===== src/design/cictl_pkg.sv =====
// Constants, state layout and bus states of the core interrupt control
package cictl_pkg;
   // Register byte offsets
   localparam logic [7:0] ICTL_OFS = 8'h00;
   localparam logic [7:0] PCE_OFS  = 8'h04;
   localparam logic [7:0] STS_OFS  = 8'h08;
   localparam logic [7:0] MSK_OFS  = 8'h0C;
   localparam logic [7:0] PINS_OFS = 8'h10;
   localparam logic [7:0] CFG_OFS  = 8'h14;
   // Interrupt control bit positions
   localparam int GLB_EN_BIT = 7;
   localparam int PER_EN_BIT = 6;
   localparam int TMR_EN_BIT = 5;
   localparam int EXIE_BIT = 4;
   localparam int PCIE_BIT = 3;
   localparam int TOF_BIT  = 2;
   localparam int EXF_BIT  = 1;
   localparam int PCF_BIT  = 0;
   // Event status bit positions
   localparam int EV_TOF = 0;
   localparam int EV_EXT = 1;
   localparam int EV_PC  = 2;
   // Sizes
   localparam int NPC = 6;
   localparam int NEV = 3;
   // Reset values
   localparam logic [7:0]     ICTL_RST = 8'h00;
   localparam logic [NPC-1:0] PCE_RST  = 6'h00;
   localparam logic [NEV-1:0] STS_RST  = 3'h0;
   localparam logic [NEV-1:0] MSK_RST  = 3'h0;
   localparam logic           CFG_RST  = 1'h1;

   typedef enum logic [2:0] {
      BUS_IDLE = 3'b001,
      BUS_ACC  = 3'b010,
      BUS_END  = 3'b100
   } cictl_bus_t;

   typedef struct packed {
      logic           ext_s1;
      logic           ext_s2;
      logic           ext_d;
      logic [NPC-1:0] pc_s1;
      logic [NPC-1:0] pc_s2;
      logic [NPC-1:0] pc_d;
      logic [7:0]     ictl;
      logic [NPC-1:0] pce;
      logic           cfg_rise;
      logic [NEV-1:0] sts;
      logic [NEV-1:0] msk;
      cictl_bus_t     bus;
      logic           ap_write;
      logic [7:0]     ap_addr;
      logic           hready;
      logic [31:0]    hrdata;
      logic           core_irq;
      logic           irq;
   } cictl_state_t;
endpackage


===== src/design/cictl_top.sv =====
// Core interrupt control register with AHB-Lite slave and event status
//
// Decided for this implementation: the AHB-Lite interface to the registers and the register offsets.
`timescale 1ns/1ns
`default_nettype none
module cictl_top
   import cictl_pkg::*;
(
   input  wire logic           hclk,           // System clock
   input  wire logic           hresetn,        // Async reset, low
   input  wire logic           ce,             // Clock enable
   input  wire logic           hsel,           // Slave select
   input  wire logic [31:0]    haddr,          // Byte address
   input  wire logic [1:0]     htrans,         // Transfer type
   input  wire logic           hwrite,         // Write when high
   input  wire logic [2:0]     hsize,          // Word only
   input  wire logic [31:0]    hwdata,         // Write data
   input  wire logic           hready,         // Bus ready
   output logic                hreadyout,      // Slave ready
   output logic                hresp,          // Always OKAY
   output logic [31:0]         hrdata,         // Read data
   input  wire logic           timer_rollover, // Counter wrap pulse
   input  wire logic           periph_pending, // Peripheral request
   input  wire logic           ext_irq_pin,    // External pin
   input  wire logic [NPC-1:0] pc_pins,        // Change pins
   output logic                core_irq,       // Request to core
   output logic                irq             // Event interrupt
);
   cictl_state_t   st;
   cictl_state_t   nx;
   logic           accept;
   logic           wr_ictl;
   logic           ext_edge;
   logic           pc_evt;
   logic           core_src;
   logic [NPC-1:0] pc_chg;
   logic [7:0]     rd8;
   logic [7:0]     ev_bits;
   logic [NEV-1:0] ev;

   // Per-pin change detect, only pins enabled per pin count
   genvar gi;
   generate
      for (gi = 0; gi < NPC; gi++) begin : g_pc
         assign pc_chg[gi] = (st.pc_s2[gi] ^ st.pc_d[gi])
                             & st.pce[gi];
      end
   endgenerate

   // Event decode from synchronised pins
   assign ext_edge = st.cfg_rise ? (st.ext_s2 & ~st.ext_d)
                                 : (~st.ext_s2 & st.ext_d);
   assign pc_evt   = |pc_chg;
   assign accept   = hsel & hready & htrans[1];
   assign wr_ictl  = (st.bus == BUS_ACC) & st.ap_write
                     & (st.ap_addr == ICTL_OFS);

   // Flag sets ignore every ictl enable bit; pin changes still need pce
   always_comb begin
      ev_bits = 8'h00;
      ev_bits[TOF_BIT] = timer_rollover;
      ev_bits[EXF_BIT] = ext_edge;
      ev_bits[PCF_BIT] = pc_evt;
      ev = '0;
      ev[EV_TOF] = timer_rollover;
      ev[EV_EXT] = ext_edge;
      ev[EV_PC]  = pc_evt;
   end

   // Enabled core sources
   assign core_src = (st.ictl[TMR_EN_BIT] & st.ictl[TOF_BIT])
                   | (st.ictl[EXIE_BIT] & st.ictl[EXF_BIT])
                   | (st.ictl[PCIE_BIT] & st.ictl[PCF_BIT]);

   // Read mux; unmapped words read zero
   always_comb begin
      case (st.ap_addr)
         ICTL_OFS: rd8 = st.ictl;
         PCE_OFS:  rd8 = {2'h0, st.pce};
         STS_OFS:  rd8 = {5'h00, st.sts};
         MSK_OFS:  rd8 = {5'h00, st.msk};
         PINS_OFS: rd8 = {2'h0, st.pc_s2};
         CFG_OFS:  rd8 = {7'h00, st.cfg_rise};
         default:  rd8 = 8'h00;
      endcase
   end

   // Next state; hardware sets win over software clears
   always_comb begin
      nx = st;
      nx.ext_s1 = ext_irq_pin;
      nx.ext_s2 = st.ext_s1;
      nx.ext_d  = st.ext_s2;
      nx.pc_s1  = pc_pins;
      nx.pc_s2  = st.pc_s1;
      nx.pc_d   = st.pc_s2;
      nx.ictl   = st.ictl | ev_bits;
      nx.sts    = st.sts | ev;
      case (st.bus)
         BUS_IDLE: begin
            nx.hready = 1'b1;
            if (accept) begin
               nx.bus      = BUS_ACC;
               nx.ap_write = hwrite;
               nx.ap_addr  = haddr[7:0];
               nx.hready   = 1'b0;
            end
         end
         BUS_ACC: begin
            // One wait state keeps reads clear of a prior write
            nx.bus    = BUS_END;
            nx.hready = 1'b1;
            nx.hrdata = {24'h000000, rd8};
            if (st.ap_write) begin
               case (st.ap_addr)
                  ICTL_OFS: nx.ictl = hwdata[7:0] | ev_bits;
                  PCE_OFS:  nx.pce  = hwdata[NPC-1:0];
                  STS_OFS:  nx.sts  = (st.sts & ~hwdata[NEV-1:0]) | ev;
                  MSK_OFS:  nx.msk  = hwdata[NEV-1:0];
                  CFG_OFS:  nx.cfg_rise = hwdata[0];
                  default:  nx.hready = 1'b1;
               endcase
            end
         end
         BUS_END: begin
            nx.bus = BUS_IDLE;
            if (accept) begin
               nx.bus      = BUS_ACC;
               nx.ap_write = hwrite;
               nx.ap_addr  = haddr[7:0];
               nx.hready   = 1'b0;
            end
         end
         default: begin
            nx.bus    = BUS_IDLE;
            nx.hready = 1'b1;
         end
      endcase
      // Request lags the flags by one cycle, registered for timing
      nx.core_irq = st.ictl[GLB_EN_BIT]
                  & (core_src
                     | (st.ictl[PER_EN_BIT] & periph_pending));
      nx.irq = |(st.sts & st.msk);
   end

   // State register, frozen while clock enable is low
   always_ff @(posedge hclk or negedge hresetn) begin
      if (!hresetn) begin
         st          <= '0;
         st.ictl     <= ICTL_RST;
         st.pce      <= PCE_RST;
         st.sts      <= STS_RST;
         st.msk      <= MSK_RST;
         st.cfg_rise <= CFG_RST;
         st.bus      <= BUS_IDLE;
         st.hready   <= 1'b1;
      end else if (ce) begin
         st <= nx;
      end
   end

   // Outputs straight from the state register except hresp, tied to OKAY
   assign hreadyout = st.hready;
   assign hrdata    = st.hrdata;
   assign hresp     = 1'b0;
   assign core_irq  = st.core_irq;
   assign irq       = st.irq;

   // Timer flag follows a rollover
   AST_TOF_SET: assert property (
      @(posedge hclk) disable iff (!hresetn)
      ce && timer_rollover |=> st.ictl[TOF_BIT])
      else $error("timer flag not set");

   // Timer flag stays until software writes the register
   AST_TOF_HOLD: assert property (
      @(posedge hclk) disable iff (!hresetn)
      st.ictl[TOF_BIT] && !wr_ictl |=> st.ictl[TOF_BIT])
      else $error("timer flag dropped by itself");

   // External edge sets its flag even with enables clear
   AST_EXT_SET: assert property (
      @(posedge hclk) disable iff (!hresetn)
      ce && ext_edge && !st.ictl[GLB_EN_BIT] |=> st.ictl[EXF_BIT])
      else $error("external flag not set");

   // Pin change flag rises only with an enabled pin change or a control register write
   AST_PC_ONLY: assert property (
      @(posedge hclk) disable iff (!hresetn)
      ce && !st.ictl[PCF_BIT] && !pc_evt && !wr_ictl
      |=> !st.ictl[PCF_BIT])
      else $error("pin change flag set without event");

   // Cleared global enable blocks the request
   AST_GLOBAL_OFF: assert property (
      @(posedge hclk) disable iff (!hresetn)
      ce && !st.ictl[GLB_EN_BIT] |=> !core_irq)
      else $error("request with global enable clear");

   // Peripheral request needs the peripheral enable
   AST_PERIPH_OFF: assert property (
      @(posedge hclk) disable iff (!hresetn)
      ce && !st.ictl[PER_EN_BIT] && !core_src |=> !core_irq)
      else $error("peripheral request not gated");

   // Pending pin change with both enables raises the request
   AST_PC_REQ: assert property (
      @(posedge hclk) disable iff (!hresetn)
      ce && st.ictl[GLB_EN_BIT] && st.ictl[PCIE_BIT]
      && st.ictl[PCF_BIT] |=> core_irq)
      else $error("pin change request missing");

   // Pin change flag alone never requests
   AST_PC_GATE: assert property (
      @(posedge hclk) disable iff (!hresetn)
      ce && !st.ictl[PCIE_BIT] && !st.ictl[PER_EN_BIT]
      && !(st.ictl[TMR_EN_BIT] && st.ictl[TOF_BIT])
      && !(st.ictl[EXIE_BIT] && st.ictl[EXF_BIT]) |=> !core_irq)
      else $error("pin change request without enable");

   // Written byte lands in the register
   AST_ICTL_WR: assert property (
      @(posedge hclk) disable iff (!hresetn)
      ce && wr_ictl && ev_bits == 8'h00
      |=> st.ictl == $past(hwdata[7:0]))
      else $error("control write lost");

   // Register is zero during reset
   AST_RST_ZERO: assert property (
      @(posedge hclk) !hresetn |=> st.ictl == 8'h00)
      else $error("control not zero in reset");

   // Every transfer ends one enabled cycle after its wait state
   AST_BUS_DONE: assert property (
      @(posedge hclk) disable iff (!hresetn)
      ce && st.bus == BUS_ACC ##1 ce |-> hreadyout)
      else $error("bus transfer not finished");

   // Every event sets its status bit whatever the mask
   AST_STS_SET: assert property (
      @(posedge hclk) disable iff (!hresetn)
      ce && (ev != '0) |=> (st.sts & $past(ev)) == $past(ev))
      else $error("status bit not set by event");

   // Writing ones clears status unless an event lands
   AST_STS_W1C: assert property (
      @(posedge hclk) disable iff (!hresetn)
      ce && st.bus == BUS_ACC && st.ap_write && st.ap_addr == STS_OFS
      && ev == '0 |=> (st.sts & $past(hwdata[NEV-1:0])) == '0)
      else $error("status write one did not clear");

   // Unmasked status raises the event interrupt
   AST_IRQ_ON: assert property (
      @(posedge hclk) disable iff (!hresetn)
      ce && (st.sts & st.msk) != '0 |=> irq)
      else $error("event interrupt missing");

   // No unmasked status, no event interrupt
   AST_IRQ_OFF: assert property (
      @(posedge hclk) disable iff (!hresetn)
      ce && (st.sts & st.msk) == '0 |=> !irq)
      else $error("event interrupt without cause");

   // External flag stays until software writes the register
   AST_EXT_HOLD: assert property (
      @(posedge hclk) disable iff (!hresetn)
      st.ictl[EXF_BIT] && !wr_ictl |=> st.ictl[EXF_BIT])
      else $error("external flag dropped by itself");

   // Enabled timer flag with global enable raises the request
   AST_TMR_REQ: assert property (
      @(posedge hclk) disable iff (!hresetn)
      ce && st.ictl[GLB_EN_BIT] && st.ictl[TMR_EN_BIT]
      && st.ictl[TOF_BIT] |=> core_irq)
      else $error("timer request missing");

   // Low clock enable freezes every state bit, events are lost
   AST_CE_FREEZE: assert property (
      @(posedge hclk) disable iff (!hresetn)
      !ce |=> $stable(st))
      else $error("state moved with clock enable low");

   // Main scenarios
   CV_REQ: cover property (
      @(posedge hclk) disable iff (!hresetn) $rose(core_irq));
   CV_EXT: cover property (
      @(posedge hclk) disable iff (!hresetn) ce && ext_edge);
   CV_PC: cover property (
      @(posedge hclk) disable iff (!hresetn) ce && pc_evt);
   CV_RD: cover property (
      @(posedge hclk) disable iff (!hresetn)
      st.bus == BUS_ACC && !st.ap_write && st.ap_addr == ICTL_OFS);
   CV_FREEZE: cover property (
      @(posedge hclk) disable iff (!hresetn) !ce && timer_rollover);
endmodule
`default_nettype wire


===== config.mk =====
export PLATFORM = sky130hd
export DESIGN_NAME = cictl_top
export DESIGN_NICKNAME = d
export VERILOG_FILES = /design/src/design/cictl_pkg.sv /design/src/design/cictl_top.sv
export SDC_FILE = /design/constraint.sdc
export NUM_CORES = 1
export LEC_CHECK = 0
export ABC_CLOCK_PERIOD_IN_PS = 2100
export BUFFER_PORTS_ARGS = -buffer_cell sky130_fd_sc_hd__buf_2
export CORE_MARGIN = 2
export CORE_UTILIZATION = 45
export CTS_BUF_LIST = sky130_fd_sc_hd__clkbuf_8
export DETAILED_ROUTE_END_ITERATION = 6
export GPL_ROUTABILITY_DRIVEN = 0
export PLACE_DENSITY = 0.77
export SYNTH_ARGS = -nofsm -noshare
export SYNTH_HDL_FRONTEND = slang
export SYNTH_SLANG_ARGS = --single-unit

===== constraint.sdc =====
create_clock -name hclk -period 2.1 [get_ports hclk]
set_input_delay 0.42 -clock hclk [delete_from_list [all_inputs] [get_ports hclk]]
set_output_delay 0.42 -clock hclk [all_outputs]
set_load 0.1 [all_outputs]

==> results.toml <==
[sta]
setup_viol = 0
slew_headroom_pct = 61.36
finalHoldViolCount = 0
tightest_slew_ps = 579.5
period_share_pct = 96.42
fmax_ghz = 0.4939
finalSetupTns_ps = 0
rsz0062_at_grt = "false"
slew_violations = 0
worst_clock_skew_ps = 10.08
post-route-min-period_ps = 2025

[pwr]
p_comb_share_pct = 24.3
netSwitchingPower_mw = 1.024
p_int_mw = 2.171
pwr-share-clk_pct = 29.7
p_leak_nw = 1.735
pwr_density_cell_nw_per_um2 = 877.1
sw_frac_of_total_pct = 32.04
pwr-share-seq_pct = 46.0
ir_drop_uv = 390.0

[routing]
routed_wl_um = 6136
avgRoutedWirePerCell_um = 14.82
dr_total_vias = 2111
drcViolationCount = 0
drt_iter0_markers = 150
vias_per_cell = 5.099
first_pass_iters = 4
ant_nets = 0

[synthesis]
synth.largest_area_cell = "dfrtp_1"
yosysUniqueCellTypes = 52
synthArstFlopShare_pct = 100.0
synth.area.top_cells = "dfrtp_1 48%, mux2_2 15%, buf_4 7.9%"
synth_ff_type = "dfrtp_1"
synth-seq-cells = 65
synth.avg_cell_area_um2 = 12.17
synthCells = 266
syn-cell-area_um2 = 3238
synth_warnings = 0
synthDominantCellAreaShare_pct = 47.91
synth_edf_count = 0
synth_seq_area_share_pct = 50.35

[setup_path]
worstPathArrival_ps = 2240
crit_path_max_incr_delay_ps = 570
rr_startpoint = "st[40]$_DFFE_PN0P_"
r2r-end = "st[67]$_DFFE_PN0P_"
slowest_stage = "or4_4"
critPathKind = "reg2reg"
crit_fanout = 8
end_kind = "register"
start_kind = "register"
reg2regPathDepth = 4
crit_chain = "or3_4, or4_4, nor2_8, mux2_1"
ff2ff_setup_slack_ps = 80
worstPathRequired_ps = 2320
crit_start = "st[40]$_DFFE_PN0P_"
setup.worst_path.end = "st[67]$_DFFE_PN0P_"

[floorplanning]
fp.dieW_um = 88.83
core_area_um2 = 6869
dieHeight_um = 88.83
start_util_pct = 47.14
ios = 120
die_area_um2 = 7891
num_rows = 30

[layout]
n_fill_cell = 606
seq_area_um2 = 1630
syn_to_final_growth_pct = 12.48
multi_input_area_um2 = 1376
final_nets = 397
drive_gt1_share_pct = 38.05
num_antenna_cells = 0
final_cell_area_um2 = 3642

[global_route]
grt_antenna_before_repair = 0
first_global_vias = 2056
grt_pass1_wl_um = 10020
grt-ovfl-total = 0
grt_usage_pct = 17.12
grt_max_degree = 34

[placed_design]
dp_hpwl_um = 4680
io_buffer_count = 42
placed_area_um2 = 3462

[clocking]
clk_latency_ps = 340
cts_buffer_depth = 2
htree_levels = 3
cts_tree = "built"
cts_made_buffers = 9
cts_root_buf = "clkbuf_8"
cts_resized = 0
post-cts-setup-buffers = 0
clock_sinks = 65
cts.clk_slew.worst_paths_ps = 70
hold_buffers = 0

[flow_run]
cap_violations = 0

[status]
outcome = "finished, final reports clean"

[worst_hold_path]
hold_class = "in2async"
-- kinds of logic (layout without fill, tap and decap cells) --
kind of cell | after synthesis | count (layout) | synth area share [%]
flops | 65 | 65 | 50.35
buf+inv | 46 | 74 | 9.930
other cells | 1 | 25 | 0.1158
xor+xnor | 7 | 7 | 1.893
compound gates | 42 | 42 | 9.119
mux | 56 | 56 | 19.51
simple gates | 49 | 49 | 9.081
-- how the worst min path moves through the flow --
stage / start / end / slack (ps) / cells after the start
floorplan: hresetn / core_irq$_DFFE_PN0P_ / 120 / 0
global placement: hresetn / irq$_DFFE_PN0P_ / 440 / 1
detailed placement: hresetn / st[86]$_DFFE_PN0P_ / 450 / 1
CTS: hresetn / st[73]$_DFFE_PN0P_ / 80 / 1
global route: hresetn / nx[73]$_DFFE_PN0P_ / 110 / 1
finish: hresetn / st[73]$_DFFE_PN0P_ / 80 / 1
-- Yosys cell counts (3+ instances only) --
| cell | count |
|---|---|
| nand3_1 | 4 |
| o21ai_0 | 9 |
| clkbuf_1 | 4 |
| mux2i_1 | 8 |
| o21a_1 | 3 |
| mux2_2 | 42 |
| nor2_1 | 7 |
| dfstp_2 | 3 |
| xor2_1 | 6 |
| nand2_1 | 17 |
| buf_2 | 3 |
| dfrtp_1 | 62 |
| mux2_1 | 5 |
| a22oi_1 | 4 |
| a21oi_1 | 7 |
| buf_4 | 34 |
| a21o_1 | 3 |
-- registers in the layout (all words and copies together), names as in the netlist --
name	cells
st	40
nx	14
hrdata	8
core_irq	1
hreadyout	1
irq	1
-- area by class of cell --
| class | count | share of cell area, % |
|---|---|---|
| clock buffers | 12 | 4.535 |
| clock inverters | 4 | 0.4122 |
| inverters | 2 | 0.2061 |
| multi-input cells | 179 | 37.79 |
| flip-flops and latches | 65 | 44.76 |
| well taps | 96 | 3.298 |
| repair buffers | 56 | 9.000 |
-- power by group through the flow --
| stage | Clock (mW) | Sequential [mW] | Combinational [mW] |
|---|---|---|---|
| 6_report | 0.948 | 1.47 | 0.776 |
| 3_3_place_gp | 0 | 1.48 | 0.763 |
| 3_5_place_dp | 0 | 1.49 | 0.778 |
| 2_1_floorplan | 0 | 1.50 | 0.611 |
| 5_1_grt | 1.04 | 1.49 | 0.833 |
| 4_1_cts | 0.980 | 1.47 | 0.781 |
-- through the flow --
stage	setup WS [ps]	hold WS [ps]	power [mW]	cells	util, %
detailed placement	52.61	451.9	2.269	398	50.40
finish	75.14	76.94	3.194	414	53.02
floorplan	130.7	124.4	2.108	290	-
global placement	84.89	444.3	2.248	398	50.40
CTS	40.74	84.33	3.230	414	53.02
global route	6.957	112.3	3.357	414	53.02
-- layout by cell type, fill, tap and decap left out, drive strengths merged, types with 3 or more instances in the layout --
cell type   n
dfrtp      62
buf        56
mux2       47
conb       25
nand2      17
clkbuf     12
o21ai       9
mux2i       8
nor2        8
a21oi       7
xor2        6
inv         6
a22oi       4
nand3       4
a21o        3
o21a        3
dfstp       3
-- worst max-delay path: cells and delay by family, from the launching register on --
| family | cells | cell delay [ps] |
|---|---|---|
| multiplexers | 1 | 340 |
| AND/OR/NAND/NOR | 3 | 1180 |
| flip-flops | 1 | 390 |
-- layer usage --
metal / GRT usage, % / up-vias / routed length, um
li1: - / 990 / -
met1: 22.51 / 1048 / 2695
met2: 26.66 / 63 / 2964
met3: 5.037 / 10 / 368
met4: 6.887 / 0 / 106
met5: 0 / - / 0
Power figures use the tool's default switching activity.
